==> config.mk <==
export PLATFORM = sky130hd
export DESIGN_NAME = uotg_status
export DESIGN_NICKNAME = d
export VERILOG_FILES = /design/src/hw/uotg_pkg.sv /design/src/hw/uotg_status.sv
export SDC_FILE = /design/constraint.sdc
export NUM_CORES = 1
export LEC_CHECK = 0
export ABC_AREA = 1
export ABC_CLOCK_PERIOD_IN_PS = 2000
export BUFFER_PORTS_ARGS = -buffer_cell sky130_fd_sc_hd__buf_4
export CORE_UTILIZATION = 30
export DETAILED_ROUTE_END_ITERATION = 6
export PLACE_DENSITY = 0.59
export SLEW_MARGIN = 10
export SYNTH_ARGS = -nofsm -noshare
export SYNTH_HDL_FRONTEND = slang
export SYNTH_SLANG_ARGS = --single-unit
==> constraint.sdc <==
create_clock -name mclk -period 2 [get_ports mclk]
set_clock_uncertainty 0.05 [all_clocks]
set_input_delay 0.4 -clock mclk [delete_from_list [all_inputs] [get_ports mclk]]
set_output_delay 0.4 -clock mclk [all_outputs]
set_load 0.005 [all_outputs]
==> src/hw/uotg_pkg.sv <==
// Package of constants and types for the OTG status and transfer report block
// Summary of operation
// - Cable ID pin change sets event bit 7
// - Each 1 ms timer expiry sets bit 6
// - New stable line state after 1 ms sets bit 5
// - Wake-up bus activity sets bit 4
// - VBUS dropping below session end sets bit 3
// - Session end comparator change sets bit 2
// - A VBUS valid comparator change sets bit 0
// - Writing one clears flag; hardware alone sets
// - Status bit 7 mirrors ID pin level
// - Status bit 5 shows line stable 1 ms
// - Status bit 3 shows VBUS above session valid
// - Status bit 2 shows B session end
// - Status bit 0 shows A VBUS valid
// - Head bits 7-4 give endpoint number
// - Head bit 3 gives transmit direction
// - Head bit 2 gives odd bank
// - Four-entry FIFO, oldest entry shown
// - Head valid only while completion flag set
// - Clearing completion flag pops the FIFO
// - Bits 31-8 of reports read zero
// - Frame high bits reload on SOF token
package uotg_pkg;
    // Register byte offsets
    localparam logic [7:0] OFS_EVENT = 8'h00;
    localparam logic [7:0] OFS_STATUS = 8'h04;
    localparam logic [7:0] OFS_XFER = 8'h08;
    localparam logic [7:0] OFS_FRAME_NUMBER_UPPER_BITS = 8'h0C;
    localparam logic [7:0] OFS_USBEV = 8'h10;
    // Event and status bit positions
    localparam int B_ID = 7;
    localparam int B_TMR = 6;
    localparam int B_LST = 5;
    localparam int B_ACT = 4;
    localparam int B_SVD = 3;
    localparam int B_SEND = 2;
    localparam int B_VBUS = 0;
    localparam int B_TRN = 3;
    // Implemented event bits, bit 1 and bits 31-8 read zero
    localparam logic [7:0] EVENT_MASK = 8'hFD;
    localparam logic [7:0] EVENT_RST = 8'h00;
    localparam logic [2:0] FRAME_NUMBER_UPPER_BITS_RST = 3'h0;
    localparam logic [5:0] PINS_RST = 6'h20; // Idle pins: no cable, ID high
    // Timing: 1 ms at a 100 ns clock
    localparam int CLK_PERIOD_NS = 100;
    localparam int MS_TIME_NS = 1000000;
    localparam int MS_CYCLES = (MS_TIME_NS + CLK_PERIOD_NS - 1) / CLK_PERIOD_NS;
    localparam int FIFO_DEPTH = 4;
    // Pin and comparator inputs, synchronised as one vector
    typedef struct packed {
        logic id;
        logic se0;
        logic j_state_indication;
        logic sess_end;
        logic sess_valid;
        logic a_vbus_valid;
    } uotg_pins_type;
    // One completed-transaction report
    typedef struct packed {
        logic [3:0] last_endpoint_number;
        logic dir_tx;
        logic pingpong_bank_indicator;
    } uotg_xfer_type;
endpackage

==> src/hw/uotg_status.sv <==
// OTG event flags, line status, transfer-status FIFO and frame high over APB
`timescale 1ns/1ps
module uotg_status #(
    parameter int MS_CYCLES = uotg_pkg::MS_CYCLES,
    parameter int DEPTH = uotg_pkg::FIFO_DEPTH
) (
    input wire logic mclk,
    input wire logic nrst,
    input wire logic psel,
    input wire logic penable,
    input wire logic pwrite,
    input wire logic [7:0] paddr,
    input wire logic [31:0] pwdata,
    output logic [31:0] prdata,
    output logic pready,
    output logic pslverr,
    input wire uotg_pkg::uotg_pins_type pins,
    input wire logic wake_activity,
    input wire logic xfer_done,
    input wire uotg_pkg::uotg_xfer_type xfer_info,
    input wire logic sof_token,
    input wire logic [10:0] frame_number,
    output logic transaction_complete_flag
);
    localparam int PW = $bits(uotg_pkg::uotg_pins_type);
    localparam int AW = $clog2(DEPTH);

    logic [PW-1:0] s1_q;
    logic [PW-1:0] s2_q;
    logic [PW-1:0] s3_q;
    uotg_pkg::uotg_pins_type sp;
    uotg_pkg::uotg_pins_type pp;
    logic [15:0] tcnt_q;
    logic tick_q;
    logic [15:0] lcnt_q;
    logic stable_q;
    logic [1:0] rec_q;
    logic [1:0] line_now;
    logic line_same;
    logic lst_ev;
    logic [7:0] flags_q;
    logic [7:0] set_v;
    logic [7:0] clr_v;
    uotg_pkg::uotg_xfer_type mem_q [DEPTH];
    logic [AW-1:0] wp_q;
    logic [AW-1:0] rp_q;
    logic [AW:0] cnt_q;
    logic push;
    logic pop;
    logic trn_q;
    logic [2:0] frame_number_upper_bits_q;
    logic acc;
    logic wr;
    logic [31:0] rdata_d;
    logic err_d;

    // Two-stage synchroniser per input bit, third stage keeps the old value
    genvar gi;
    generate
        for (gi = 0; gi < PW; gi++) begin : g_sync
            always_ff @(posedge mclk or negedge nrst) begin
                if (!nrst) begin
                    s1_q[gi] <= uotg_pkg::PINS_RST[gi]; // Idle level, no false edge
                    s2_q[gi] <= uotg_pkg::PINS_RST[gi];
                    s3_q[gi] <= uotg_pkg::PINS_RST[gi];
                end else begin
                    s1_q[gi] <= pins[gi];
                    s2_q[gi] <= s1_q[gi];
                    s3_q[gi] <= s2_q[gi];
                end
            end
        end
    endgenerate

    assign sp = s2_q;
    assign pp = s3_q;

    // Free-running 1 ms timer from the block clock
    always_ff @(posedge mclk or negedge nrst) begin
        if (!nrst) begin
            tcnt_q <= 16'h0000;
            tick_q <= 1'b0;
        end else if (tcnt_q == 16'(MS_CYCLES - 1)) begin
            tcnt_q <= 16'h0000;
            tick_q <= 1'b1;
        end else begin
            tcnt_q <= tcnt_q + 16'h0001;
            tick_q <= 1'b0;
        end
    end

    // Line state {SE0, J}; any change restarts the stability count
    assign line_now = {sp.se0, sp.j_state_indication};
    assign line_same = (line_now == {pp.se0, pp.j_state_indication});
    assign lst_ev = line_same && !stable_q && (lcnt_q == 16'(MS_CYCLES - 1))
                    && (line_now != rec_q);

    always_ff @(posedge mclk or negedge nrst) begin
        if (!nrst) begin
            lcnt_q <= 16'h0000;
            stable_q <= 1'b0;
            rec_q <= 2'h0;
        end else if (!line_same) begin
            lcnt_q <= 16'h0000;
            stable_q <= 1'b0;
        end else if (lcnt_q != 16'(MS_CYCLES - 1)) begin
            lcnt_q <= lcnt_q + 16'h0001;
        end else if (!stable_q) begin
            stable_q <= 1'b1;
            rec_q <= line_now;
        end
    end

    // Hardware set terms for each event bit
    always_comb begin
        set_v = 8'h00;
        set_v[uotg_pkg::B_ID] = sp.id ^ pp.id;
        set_v[uotg_pkg::B_TMR] = tick_q;
        set_v[uotg_pkg::B_LST] = lst_ev;
        set_v[uotg_pkg::B_ACT] = wake_activity;
        set_v[uotg_pkg::B_SVD] = sp.sess_end & ~pp.sess_end;
        set_v[uotg_pkg::B_SEND] = sp.sess_end ^ pp.sess_end;
        set_v[uotg_pkg::B_VBUS] = sp.a_vbus_valid ^ pp.a_vbus_valid;
    end

    // APB access completes on the second access cycle
    assign acc = psel && penable && pready;
    assign wr = acc && pwrite;
    assign clr_v = (wr && paddr == uotg_pkg::OFS_EVENT) ? pwdata[7:0] : 8'h00;

    // Write-one-to-clear; a set in the same cycle wins
    always_ff @(posedge mclk or negedge nrst) begin
        if (!nrst) begin
            flags_q <= uotg_pkg::EVENT_RST;
        end else begin
            flags_q <= ((flags_q & ~clr_v) | set_v) & uotg_pkg::EVENT_MASK;
        end
    end

    // Report FIFO; a full FIFO drops the new report rather than overwrite
    assign push = xfer_done && (cnt_q != (AW + 1)'(DEPTH));
    assign pop = wr && (paddr == uotg_pkg::OFS_USBEV) && pwdata[uotg_pkg::B_TRN]
                 && (cnt_q != '0);

    always_ff @(posedge mclk) begin
        if (push) begin
            mem_q[wp_q] <= xfer_info;
        end
    end

    always_ff @(posedge mclk or negedge nrst) begin
        if (!nrst) begin
            wp_q <= '0;
            rp_q <= '0;
            cnt_q <= '0;
        end else begin
            if (push) begin
                wp_q <= wp_q + 1'b1;
            end
            if (pop) begin
                rp_q <= rp_q + 1'b1;
            end
            if (push && !pop) begin
                cnt_q <= cnt_q + 1'b1;
            end else if (pop && !push) begin
                cnt_q <= cnt_q - 1'b1;
            end
        end
    end

    // Completion flag follows FIFO occupancy, so a push beats a pop
    always_ff @(posedge mclk or negedge nrst) begin
        if (!nrst) begin
            trn_q <= 1'b0;
        end else begin
            trn_q <= push || (cnt_q > (AW + 1)'(1)) || (cnt_q != '0 && !pop);
        end
    end

    // Upper frame bits reload on each start-of-frame token
    always_ff @(posedge mclk or negedge nrst) begin
        if (!nrst) begin
            frame_number_upper_bits_q <= uotg_pkg::FRAME_NUMBER_UPPER_BITS_RST;
        end else if (sof_token) begin
            frame_number_upper_bits_q <= frame_number[10:8];
        end
    end

    // Read mux; high bits are constant zero
    always_comb begin
        rdata_d = 32'h0000_0000;
        err_d = 1'b0;
        unique case (paddr)
            uotg_pkg::OFS_EVENT: rdata_d[7:0] = flags_q;
            uotg_pkg::OFS_STATUS: begin
                rdata_d[uotg_pkg::B_ID] = sp.id;
                rdata_d[uotg_pkg::B_LST] = stable_q;
                rdata_d[uotg_pkg::B_SVD] = sp.sess_valid;
                rdata_d[uotg_pkg::B_SEND] = sp.sess_end;
                rdata_d[uotg_pkg::B_VBUS] = sp.a_vbus_valid;
            end
            uotg_pkg::OFS_XFER: begin
                if (trn_q) begin
                    rdata_d[7:4] = mem_q[rp_q].last_endpoint_number;
                    rdata_d[3] = mem_q[rp_q].dir_tx;
                    rdata_d[2] = mem_q[rp_q].pingpong_bank_indicator;
                end
            end
            uotg_pkg::OFS_FRAME_NUMBER_UPPER_BITS: rdata_d[2:0] = frame_number_upper_bits_q;
            uotg_pkg::OFS_USBEV: rdata_d[uotg_pkg::B_TRN] = trn_q;
            default: err_d = 1'b1;
        endcase
    end

    // One wait state keeps the read path off the mux timing
    always_ff @(posedge mclk or negedge nrst) begin
        if (!nrst) begin
            pready <= 1'b0;
            prdata <= 32'h0000_0000;
            pslverr <= 1'b0;
        end else begin
            pready <= psel && penable && !pready;
            prdata <= (psel && penable && !pready && !pwrite) ? rdata_d : 32'h0000_0000;
            pslverr <= psel && penable && !pready && err_d;
        end
    end

    // Registered copy of the completion flag for the interrupt logic
    always_ff @(posedge mclk or negedge nrst) begin
        if (!nrst) begin
            transaction_complete_flag <= 1'b0;
        end else begin
            transaction_complete_flag <= trn_q;
        end
    end

    a_timer_sets: assert property (@(posedge mclk) disable iff (!nrst)
        tick_q |=> flags_q[uotg_pkg::B_TMR]) else $error("timer tick lost");

    a_w1c_clears: assert property (@(posedge mclk) disable iff (!nrst)
        (clr_v[uotg_pkg::B_ACT] && !wake_activity) |=> !flags_q[uotg_pkg::B_ACT])
        else $error("write one did not clear");

    a_set_wins: assert property (@(posedge mclk) disable iff (!nrst)
        (clr_v[uotg_pkg::B_ACT] && wake_activity) |=> flags_q[uotg_pkg::B_ACT])
        else $error("set lost to clear");

    a_id_change: assert property (@(posedge mclk) disable iff (!nrst)
        ($changed(s2_q[5])) |=> flags_q[uotg_pkg::B_ID])
        else $error("id change not flagged");

    a_high_zero: assert property (@(posedge mclk) disable iff (!nrst)
        pready |-> prdata[31:8] == 24'h000000) else $error("high bits not zero");

    a_fifo_pop: assert property (@(posedge mclk) disable iff (!nrst)
        (pop && !push) |=> cnt_q == $past(cnt_q) - 1'b1) else $error("pop missed");

    a_trn_occupancy: assert property (@(posedge mclk) disable iff (!nrst)
        trn_q == (cnt_q != '0))
        else $error("flag off occupancy");

    a_frame_number_upper_bits_load: assert property (@(posedge mclk) disable iff (!nrst)
        sof_token |=> frame_number_upper_bits_q == $past(frame_number[10:8])) else $error("frame high stale");

    a_stable_hold: assert property (@(posedge mclk) disable iff (!nrst)
        $rose(stable_q) |-> $past(line_same, 1) && lcnt_q == 16'(MS_CYCLES - 1))
        else $error("stable too early");

    a_ready_pulse: assert property (@(posedge mclk) disable iff (!nrst)
        pready |=> !pready) else $error("pready held");

    // Timer enable pulse shape
    a_tick_single: assert property (@(posedge mclk) disable iff (!nrst)
        tick_q |=> !tick_q)
        else $error("timer tick longer than one cycle");

    a_tick_wrap: assert property (@(posedge mclk) disable iff (!nrst)
        tick_q |-> tcnt_q == 16'h0000)
        else $error("timer tick off the wrap");

    a_tcnt_range: assert property (@(posedge mclk) disable iff (!nrst)
        tcnt_q <= 16'(MS_CYCLES - 1))
        else $error("timer count out of range");

    // Event flags: every clear without a same-cycle set lands, every set lands, nothing else sets
    a_w1c_all: assert property (@(posedge mclk) disable iff (!nrst)
        ##1 (flags_q & $past(clr_v) & ~$past(set_v)) == 8'h00)
        else $error("flag survived its clear");

    a_set_all: assert property (@(posedge mclk) disable iff (!nrst)
        ##1 ($past(set_v) & uotg_pkg::EVENT_MASK & ~flags_q) == 8'h00)
        else $error("hardware set lost");

    a_hw_only_sets: assert property (@(posedge mclk) disable iff (!nrst)
        ##1 (flags_q & ~$past(flags_q) & ~$past(set_v)) == 8'h00)
        else $error("flag set without an event");

    a_bit1_zero: assert property (@(posedge mclk) disable iff (!nrst)
        flags_q[1] == 1'b0)
        else $error("unused event bit set");

    a_sess_fall: assert property (@(posedge mclk) disable iff (!nrst)
        $rose(sp.sess_end) |=> flags_q[uotg_pkg::B_SVD])
        else $error("session end entry not flagged");

    a_send_change: assert property (@(posedge mclk) disable iff (!nrst)
        $changed(sp.sess_end) |=> flags_q[uotg_pkg::B_SEND])
        else $error("session end change not flagged");

    a_vbus_change: assert property (@(posedge mclk) disable iff (!nrst)
        $changed(sp.a_vbus_valid) |=> flags_q[uotg_pkg::B_VBUS])
        else $error("vbus valid change not flagged");

    a_wake_sets: assert property (@(posedge mclk) disable iff (!nrst)
        wake_activity |=> flags_q[uotg_pkg::B_ACT])
        else $error("wake activity not flagged");

    // Line state stability and its recorded value
    a_line_event: assert property (@(posedge mclk) disable iff (!nrst)
        ($rose(stable_q) && $changed(rec_q)) |-> flags_q[uotg_pkg::B_LST])
        else $error("new stable line state not flagged");

    a_stable_drop: assert property (@(posedge mclk) disable iff (!nrst)
        !line_same |=> !stable_q)
        else $error("stable kept over a line change");

    a_stable_rec: assert property (@(posedge mclk) disable iff (!nrst)
        (stable_q && line_same) |-> rec_q == line_now)
        else $error("recorded line state stale");

    // Report queue occupancy
    a_fifo_full: assert property (@(posedge mclk) disable iff (!nrst)
        (xfer_done && cnt_q == (AW + 1)'(DEPTH)) |=> $stable(wp_q))
        else $error("full queue overwritten");

    a_cnt_max: assert property (@(posedge mclk) disable iff (!nrst)
        cnt_q <= (AW + 1)'(DEPTH))
        else $error("queue count above depth");

    a_push_count: assert property (@(posedge mclk) disable iff (!nrst)
        (push && !pop) |=> cnt_q == $past(cnt_q) + 1'b1)
        else $error("push missed");

    a_head_empty: assert property (@(posedge mclk) disable iff (!nrst)
        (pready && $past(paddr) == uotg_pkg::OFS_XFER && !$past(trn_q))
        |-> prdata == 32'h0000_0000) else $error("empty head not zero");

    a_tcf_follows: assert property (@(posedge mclk) disable iff (!nrst)
        ##1 transaction_complete_flag == $past(trn_q))
        else $error("completion output lags wrongly");

    // Frame high field holds between tokens
    a_frame_number_upper_bits_hold: assert property (@(posedge mclk) disable iff (!nrst)
        !sof_token |=> $stable(frame_number_upper_bits_q))
        else $error("frame high moved without token");

    // Register bus response shape
    a_ready_access: assert property (@(posedge mclk) disable iff (!nrst)
        pready |-> $past(psel) && $past(penable))
        else $error("pready without access");

    a_err_ready: assert property (@(posedge mclk) disable iff (!nrst)
        pslverr |-> pready)
        else $error("pslverr without pready");

    a_rdata_idle: assert property (@(posedge mclk) disable iff (!nrst)
        !pready |-> prdata == 32'h0000_0000)
        else $error("read data outside response");

    a_write_rdata: assert property (@(posedge mclk) disable iff (!nrst)
        (pready && $past(pwrite)) |-> prdata == 32'h0000_0000)
        else $error("read data on a write");

    a_status_id: assert property (@(posedge mclk) disable iff (!nrst)
        (pready && $past(paddr) == uotg_pkg::OFS_STATUS && !$past(pwrite))
        |-> prdata[uotg_pkg::B_ID] == $past(sp.id)) else $error("id status wrong");
endmodule

==> impl_metrics.ini, run 1 <==
[pwr]
p_int_w = 0.00366
p_per_area_nw_per_um2 = 810
power.share.clock_pct = 35.5
leakage_nw = 2.92
power_frac_comb_pct = 13.8
switching_share_pct = 25.6
power_frac_seq_pct = 50.6
vdd_drop_max_v = 0.000338
p_sw_w = 0.00126

[grt]
grt_use_total_pct = 12.0
global_route.overflow_total = 0
grt_max_degree = 30
grt_pass1_wl_mm = 16.8
grt_pass1_vias = 3458
antenna_found_initial = 0
use_met1_pct = 16.9
use_met2_pct = 18.3
met3_usage_pct = 1.92
top_usage_layer = met2

[routing]
vias = 3674
postRouteAntennaNets = 0
firstDrtPassIters = 5
drt-vias-per-instance = 4.19
drt_iter0_drc = 243
drcViolationCount = 0
finalWirelength_mm = 10.1
wire_per_inst_microns = 11.5

[clock_network]
cts.clk_slew.worst_paths_ns = 0.07
cts_resized = 0
h-tree-depth = 3
clock-sinks = 106
cts_tree = built
cts_buffers = 9
cts_buffer_depth = 2
clockRootBuffer = clkbuf_16
clk_latency_ns = 0.34

[cells_and_area]
layout.nets = 735
layout_commonest_cell = nand2_1
diodes = 0
drive_above_1_share_pct = 14.8
finish.instance_area_sq_um = 6070
area_growth_pct = 18.8
layout_common_cells = 133 x nand2_1, 88 x nor2_1, 82 x inv_1

[worst_hold_path]
worstHoldEndpoint = s1_q[3]$_DFF_PN0_
holdPathStages = 1
hold_class = in -> reg
hp-start = pins[3]

[placed_design]
portBuffers = 48
post_dp_cell_area_sq_um = 5760
dp_hpwl_mm = 7.57
gp_congestion = 0.836
post-place-ws_ns = 0.0207

[synthesis]
seq_area_frac_synth_pct = 54.3
synth_top_area_share_pct = 38.7
synthTopCellsByArea = dfrtp_1 39%, edfxtp_1 14%, nand2_1 9.8%
synth.largest_area_cell = dfrtp_1
synthFlopType = dfrtp_1
ys_types = 31
syn_inst = 582
synth_edf_count = 24
synth.avg_cell_area_sq_um = 8.78
synth_area_sq_um = 5110
async_reset_ff_share_pct = 77.4
synth_warnings = 0
synth_seq_cells = 106

[worst_setup_path]
worstReg2RegEnd = cnt_q[2]$_DFFE_PN0P_
critPathLaunchType = register
critical_path.max_fanout = 4
r2r-start = cnt_q[1]$_DFFE_PN0P_
critPathRequiredTime_ns = 2.18
reg2reg_setup_slack_ns = 0.21
arrival_ns = 1.98
r2r.worst_path.cells = 10
critPathKind = reg -> reg
end_kind = register

[sta]
setup_viol = 0
fin_crit_sh_pct = 89.7
finalWorstSetupSlack_ns = 0.207
drv_slew = 0
tns_ns = 0
fmax_ghz = 0.558
rsz0062_at_grt = false
fin_crit_ns = 1.79
hold_viol_final = 0

[die]
ios = 106
num_rows = 47
initial_core_util_pct = 30.8
chipHeight_microns = 133
die_w_microns = 133
dieArea_sq_um = 17600
core_region_area_sq_um = 16600

[flow_run]
maxCapViolations = 0

[outcome]
status = finished clean
-- routing by layer --
layer  wire length, microns  part of all wire (%)  up-vias
li1                       -                     -     1918
met1                   5100                    51     1673
met2                   4350                    43       71
met3                    426                   4.2       12
met4                    178                   1.8        0
met5                      0                     0        -
-- metrics by stage --
stage	util, %	instances	hold WS (ns)	total power [W]
floorplan	-	605	0.0544	0.00294
global placement	34.7	859	0.286	0.00320
detailed placement	34.7	859	0.286	0.00321
finish	36.6	877	0.109	0.00492
CTS	36.6	876	0.0975	0.00497
global route	36.6	877	0.0967	0.00517
-- how the worst max path moves through the flow --
| stage | from | endpoint | slack (ns) | cells after the start |
|---|---|---|---|---|
| 2_1_floorplan | cnt_q[0]$_DFFE_PN0P_ | cnt_q[2]$_DFFE_PN0P_ | 0.22 | 10 |
| 3_3_place_gp | paddr[7] | cnt_q[2]$_DFFE_PN0P_ | 0.04 | 10 |
| 3_5_place_dp | paddr[7] | cnt_q[2]$_DFFE_PN0P_ | 0.02 | 10 |
| 4_1_cts | cnt_q[0]$_DFFE_PN0P_ | cnt_q[2]$_DFFE_PN0P_ | 0.19 | 9 |
| 5_1_grt | cnt_q[0]$_DFFE_PN0P_ | cnt_q[2]$_DFFE_PN0P_ | 0.0006 | 9 |
| 6_report | cnt_q[1]$_DFFE_PN0P_ | cnt_q[2]$_DFFE_PN0P_ | 0.21 | 10 |
-- flip-flops by register name, summed over array words and instances (netlist names), 3 cells and up --
name / flops
cnt_q: 3
pp: 5
prdata: 8
flags_q: 7
s2_q: 4
mem_q: 24
lcnt_q: 16
s1_q: 6
tcnt_q: 16
frame_number_upper_bits_q: 3
-- cell usage after synthesis (2+ instances only) --
library cell,number
edfxtp_1,24
nand2_1,133
buf_4,27
o21ai_0,23
nor2_1,88
xnor2_1,6
nand3_2,2
a21oi_1,9
nand4_1,13
a21o_1,3
xor2_1,15
nor2_2,3
mux2_2,2
dfrtp_1,79
nor2_4,3
ha_1,12
nor3_1,10
inv_1,82
dfstp_2,3
nand3_1,32
buf_2,2
o21ai_2,2
-- timing repair --
item | 4_1_cts | 5_1_grt
endpoints found under the hold margin | 23 | 0
buffers inserted | 0 | 1
hold buffers | 1 | 0
endpoints found under the setup margin | 0 | 1
-- area by class of cell --
type	count	area, sq um
Multi-Input combinational cell	387	1900
Clock buffer	12	268
Timing Repair Buffer	65	515
Fill cell	1706	10500
Clock inverter	4	31.3
Tap cell	220	275
Sequential cell	106	2780
Inverter	83	312
-- kinds of logic after synthesis --
group           count (synthesis)  synth area share [%]
simple gates                  289                  24.2
other cells                     1                0.0734
flops                         106                  54.3
xor+xnor                       21                  3.60
compound gates                 39                  4.16
buf+inv                       112                  10.3
mux                             2                 0.441
fa+ha+maj                      12                  2.94
-- power by group through the flow --
stage	Combinational [W]	Clock, W	Sequential (W)
2_1_floorplan	0.000423	0	0.00252
3_3_place_gp	0.000668	0	0.00253
3_5_place_dp	0.000672	0	0.00254
4_1_cts	0.000677	0.00179	0.00250
5_1_grt	0.000790	0.00187	0.00251
6_report	0.000681	0.00175	0.00249
-- critical path, stage by stage (launching register included) --
cell and delay [ns]:
dfrtp_1 0.39, inv_1 0.12, ha_1 0.18, nand2_1 0.06, nand2_1 0.09, inv_1 0.08, ha_1 0.31, nor2_1 0.11
o21ai_0 0.11, xor2_1 0.14, inv_1 0.05
(Power assumes the default switching activity.)
==> inputs of run 2 (changes only) <==
CORE_MARGIN = 4   (was default)
SLEW_MARGIN = 20   (was 10)
==> run 2 against run 1 <==
Clock-buffer cell count rose by 2. Hold slack worse by 0.0035 ns. Fmax up 1.4%. Largest cell class unchanged. Core utilization down 0.27 points. Register-to-register slack better by 0.02 ns.
==> impl_metrics.ini, run 2 (synthesized netlist as in run 1, its figures left out) <==
[cells_and_area]
layout.nets = 736
largest-register = mem_q
layout_commonest_cell = nand2_1
finish.instance_area_sq_um = 6050
final_cell_count_no_fill = 878
drive_above_1_share_pct = 14.6
diodes = 0
largestRegisters = mem_q: 24 flops, lcnt_q: 16 flops, tcnt_q: 16 flops
area_growth_pct = 18.4
largest_register_ffs = 24
fillCellCount = 1728
layout_common_cells = 133 x nand2_1, 88 x nor2_1, 80 x inv_1

[grt]
antenna_found_initial = 0
grt_max_degree = 35
global_route.overflow_total = 0
grt_use_total_pct = 11.4
grt_pass1_vias = 3574
grt_pass1_wl_mm = 17.6

[die]
core_region_area_sq_um = 16600
ios = 106
initial_core_util_pct = 30.7
num_rows = 47
die_w_microns = 139
chipHeight_microns = 139
dieArea_sq_um = 19200

[sta]
whs_ns = 0.106
fin_crit_ns = 1.77
rsz0062_at_grt = false
tns_ns = 0
drv_slew = 0
setup_viol = 0
hold_viol_final = 0
fmax_ghz = 0.565
fin_crit_sh_pct = 88.4
finalWorstSetupSlack_ns = 0.231

[routing]
firstDrtPassIters = 4
postRouteAntennaNets = 0
drt-vias-per-instance = 4.19
drt_iter0_drc = 203
drcViolationCount = 0
wire_per_inst_microns = 11.9
vias = 3677
finalWirelength_mm = 10.4

[worst_setup_path]
r2r-start = cnt_q[0]$_DFFE_PN0P_
critPathKind = reg -> reg
end_kind = register
arrival_ns = 1.96
reg2reg_setup_slack_ns = 0.23
worstReg2RegEnd = cnt_q[2]$_DFFE_PN0P_
critPathRequiredTime_ns = 2.19
critPathLaunchType = register
r2r.worst_path.cells = 10
critical_path.max_fanout = 4

[pwr]
power_frac_comb_pct = 13.7
power.share.clock_pct = 35.3
p_per_area_nw_per_um2 = 808
p_int_w = 0.00366
power_frac_seq_pct = 51.0
vdd_drop_max_v = 0.000425
switching_share_pct = 25.1
leakage_nw = 2.91
p_sw_w = 0.00123

[clock_network]
h-tree-depth = 3
cts.clk_slew.worst_paths_ns = 0.07
cts_tree = built
cts_buffers = 9
clock-sinks = 106
cts_buffer_depth = 2
clockRootBuffer = clkbuf_16
clk_latency_ns = 0.35
cts_setup_buffers = 0

[placed_design]
post_dp_cell_area_sq_um = 5760
gp_congestion = 0.843
dp_hpwl_mm = 7.90
dp_cells = 861
post-place-ws_ns = 0.0522
portBuffers = 48

[worst_hold_path]
hp-start = pins[3]
worstHoldEndpoint = s1_q[3]$_DFF_PN0_
holdPathStages = 1
hold_class = in -> reg

[flow_run]
maxCapViolations = 0

[outcome]
status = finished clean
[run 2: changes by cell type in the layout (fill, tap and decap cells not counted)]
cell,before,now
buf_4,62,64
bufinv_16,0,1
inv_2,1,3
buf_12,2,1
clkbuf_1,1,5
clkbuf_16,10,9
inv_4,0,1
clkbuf_8,1,0
inv_6,2,0
clkinv_4,1,0
clkinv_2,1,0
inv_1,82,80
[run 2: cell type report]
class	instances	area [sq um]	area share, %
Sequential cell	106	2780	45.9
Multi-Input combinational cell	387	1900	31.3
Timing Repair Buffer	66	510	8.44
Inverter	83	312	5.15
Tap cell	220	275	4.55
Clock buffer	14	244	4.03
Clock inverter	2	36.3	0.600
[run 2: power groups by stage]
| stage | logic (W) | clock network, W | registers (W) |
|---|---|---|---|
| 2_1_floorplan | 0.000423 | 0 | 0.00252 |
| 3_3_place_gp | 0.000667 | 0 | 0.00253 |
| 3_5_place_dp | 0.000676 | 0 | 0.00254 |
| 4_1_cts | 0.000682 | 0.00178 | 0.00250 |
| 5_1_grt | 0.000778 | 0.00188 | 0.00252 |
| 6_report | 0.000670 | 0.00172 | 0.00250 |
[run 2: layer usage]
metal / global-route usage (%) / vias up / part of all wire, %
li1: - / 1911 / -
met1: 15.9 / 1681 / 49
met2: 17.1 / 76 / 44
met3: 3.35 / 9 / 5.5
met4: 3.43 / 0 / 1.3
met5: 0 / - / 0
[run 2: through the flow]
step           total power (W)  utilization (%)
2_1_floorplan          0.00294                -
3_3_place_gp           0.00320             34.6
3_5_place_dp           0.00321             34.6
4_1_cts                0.00496             36.4
5_1_grt                0.00517             36.4
6_report               0.00489             36.4
[run 2: worst max-delay path, stage by stage, from the launching register on]
cell	delay [ns]
dfrtp_1	0.42
inv_2	0.10
ha_1	0.16
nand2_1	0.06
nand2_1	0.08
inv_1	0.08
ha_1	0.31
nor2_1	0.11
o21ai_0	0.10
xor2_1	0.14
inv_1	0.05
[run 2: timing repair]
item	4_1_cts	5_1_grt
endpoints found under the setup margin	0	1
resized for setup	0	2
hold buffers	1	0
endpoints found under the hold margin	28	0
[run 2: worst max-delay path by stage]
stage	end	startpoint	slack [ns]	depth (start not counted)
global route	cnt_q[2]$_DFFE_PN0P_	cnt_q[0]$_DFFE_PN0P_	0.005	11
CTS	cnt_q[2]$_DFFE_PN0P_	cnt_q[0]$_DFFE_PN0P_	0.18	10
detailed placement	cnt_q[2]$_DFFE_PN0P_	paddr[1]	0.05	10
finish	cnt_q[2]$_DFFE_PN0P_	cnt_q[0]$_DFFE_PN0P_	0.23	10
floorplan	cnt_q[2]$_DFFE_PN0P_	cnt_q[0]$_DFFE_PN0P_	0.22	10
global placement	cnt_q[2]$_DFFE_PN0P_	paddr[7]	0.06	10
==> inputs of run 3 (changes only) <==
ABC_AREA = default   (was 1)
==> run 3 against run 2 <==
Critical endpoint is now rec_q[1]$_DFFE_PN0P_. Sequential share of layout area grew 2.2 points. Largest cell class unchanged. Synthesized cell count fell by 33%. Fmax decreased by 9.0%. Largest power group unchanged. Power is 4.0% higher. Global-route usage down 0.32 points. Final cell count decreased by 23%. First-iteration DRC count down 23%. Sequential power about the same. Setup slack worse by 0.17 ns. Non-clock buffer count is 6 higher.
==> impl_metrics.ini, run 3 <==
[clock_network]
clock-sinks = 106
cts_buffer_depth = 2
cts.clk_slew.worst_paths_ns = 0.07
cts_resized = 0
clockRootBuffer = clkbuf_16
cts_tree = built
cts_buffers = 9
clk_latency_ns = 0.35
h-tree-depth = 3

[pwr]
power_frac_seq_pct = 49.3
power_frac_comb_pct = 12.0
switching_share_pct = 25.1
p_sw_w = 0.00127
p_per_area_nw_per_um2 = 880
power_w = 0.00508
leakage_nw = 2.47
p_int_w = 0.00381
power.share.clock_pct = 38.7
vdd_drop_max_v = 0.000502

[worst_setup_path]
worstReg2RegEnd = rec_q[1]$_DFFE_PN0P_
critPathLaunchType = register
critical_path.max_fanout = 4
critPathRequiredTime_ns = 2.18
crit_chain = nor3_1 > nand4_1 > or4_4 > mux2_4
reg2reg_setup_slack_ns = 0.06
r2r.worst_path.cells = 4
cp_slowest_stage_delay_ns = 0.58
end_kind = register
critPathKind = reg -> reg
r2r-start = lcnt_q[12]$_DFFE_PN0P_
cpMaxStageDelayCell = or4_4
arrival_ns = 2.13

[synthesis]
synth_seq_cells = 106
synth_warnings = 0
synth_top_area_share_pct = 41.7
synth_edf_count = 24
synth_commonest_cells = 79 x dfrtp_1, 37 x nor2_1, 25 x buf_4
seq_area_frac_synth_pct = 58.5
synth_area_sq_um = 4740
synth.largest_area_cell = dfrtp_1
ys_types = 54
synthTopCellsByArea = dfrtp_1 42%, edfxtp_1 15%, buf_4 4.0%
synth.avg_cell_area_sq_um = 12.1
synth.most_common_cell = dfrtp_1
syn_inst = 391
async_reset_ff_share_pct = 77.4
synthFlopType = dfrtp_1

[routing]
finalWirelength_mm = 9.37
vias = 3018
drt_iter0_drc = 156
drt-vias-per-instance = 4.47
postRouteAntennaNets = 0
wire_per_inst_microns = 13.9
firstDrtPassIters = 5
drcViolationCount = 0

[worst_hold_path]
holdPathStages = 1
worstHoldEndpoint = s1_q[4]$_DFF_PN0_
hold_class = in -> reg
hp-start = pins[4]

[sta]
fin_crit_ns = 1.94
setup_viol = 0
fmax_ghz = 0.515
rsz0062_at_grt = false
whs_ns = 0.104
hold_viol_final = 0
drv_slew = 0
fin_crit_sh_pct = 97.1

[grt]
grt_max_degree = 37
global_route.overflow_total = 0
grt_use_total_pct = 11.1
grt_pass1_vias = 3089
antenna_found_initial = 0
grt_pass1_wl_mm = 15.6

[cells_and_area]
layout_common_cells = 79 x dfrtp_1, 70 x buf_4, 37 x nor2_1
largestRegisters = mem_q: 24 flops, lcnt_q: 16 flops, tcnt_q: 16 flops
diodes = 0
area_growth_pct = 21.7
largest_register_ffs = 24
drive_above_1_share_pct = 25.9
layout_commonest_cell = dfrtp_1
largest-register = mem_q
layout.nets = 542
fillCellCount = 1509

[placed_design]
dp_hpwl_mm = 6.97
portBuffers = 48
gp_congestion = 0.816

[die]
core_region_area_sq_um = 15400
num_rows = 45
ios = 106
dieArea_sq_um = 17900
chipHeight_microns = 134
die_w_microns = 134
initial_core_util_pct = 30.9

[flow_run]
maxCapViolations = 0

[outcome]
status = finished clean
[run 3: metal layers]
metal / track usage (%) / up-vias / routed length, microns
met5: 0 / - / 0
met4: 5.49 / 0 / 198
met3: 3.06 / 15 / 506
met2: 17.7 / 64 / 4580
met1: 13.8 / 1481 / 4080
li1: - / 1458 / -
[run 3: how the worst max path moves through the flow]
stage | from | end | slack, ns | cells after the start
floorplan | paddr[2] | cnt_q[2]$_DFFE_PN0P_ | 0.04 | 8
global placement | paddr[1] | cnt_q[2]$_DFFE_PN0P_ | -0.14 | 8
detailed placement | paddr[1] | cnt_q[2]$_DFFE_PN0P_ | -0.13 | 8
CTS | lcnt_q[4]$_DFFE_PN0P_ | rec_q[0]$_DFFE_PN0P_ | 0.06 | 4
global route | lcnt_q[4]$_DFFE_PN0P_ | rec_q[0]$_DFFE_PN0P_ | 0.007 | 4
finish | lcnt_q[12]$_DFFE_PN0P_ | rec_q[1]$_DFFE_PN0P_ | 0.06 | 4
[run 3: kinds of logic (layout without fill, tap and decap cells)]
| kind of cell | count (synthesis) | count (layout) | synth area share (%) |
|---|---|---|---|
| simple gates | 134 | 134 | 15.3 |
| flops | 106 | 106 | 58.5 |
| fa+ha+maj | 13 | 13 | 3.38 |
| compound gates | 37 | 37 | 5.04 |
| other cells | 1 | 24 | 0.0790 |
| xor+xnor | 34 | 34 | 6.28 |
| buf+inv | 49 | 99 | 5.91 |
| mux | 17 | 17 | 5.51 |
[run 3: power groups by stage]
stage                     logic (W)  clock network [W]  registers, W
after floorplan            0.000408                  0       0.00252
after global placement     0.000595                  0       0.00254
after detailed placement   0.000621                  0       0.00255
after CTS                  0.000629            0.00203       0.00251
after global routing       0.000700            0.00211       0.00252
final                      0.000611            0.00197       0.00250
[run 3: per-stage QoR]
stage	worst slack [ns]	util, %	instance area [sq um]	std cells	setup TNS (ns)
global placement	-0.138	35.3	5430	658	-0.239
finish	0.0570	37.6	5780	675	0
global route	0.00680	37.6	5780	675	0
floorplan	0.0354	-	4860	414	0
detailed placement	-0.130	35.3	5430	658	-0.264
CTS	0.0592	37.6	5780	675	0
[run 3: what timing repair did]
action,CTS,global route
buffers inserted,0,0
hold endpoints to repair,24,0
hold buffers,1,0
[run 3: critical path: cells and delay by family (launching register included)]
family	cells	cell delay (ns)
simple gates	3	1.04
flops	1	0.42
mux	1	0.31
[run 3: area by class of cell]
class,count,area [sq um],share of cell area (%)
clock buffers,9,225,3.90
clock inverters,7,109,1.88
inverters,11,41.3,0.715
multi-input cells,259,1800,31.2
flip-flops and latches,106,2780,48.1
well taps,211,264,4.57
repair buffers,72,556,9.62
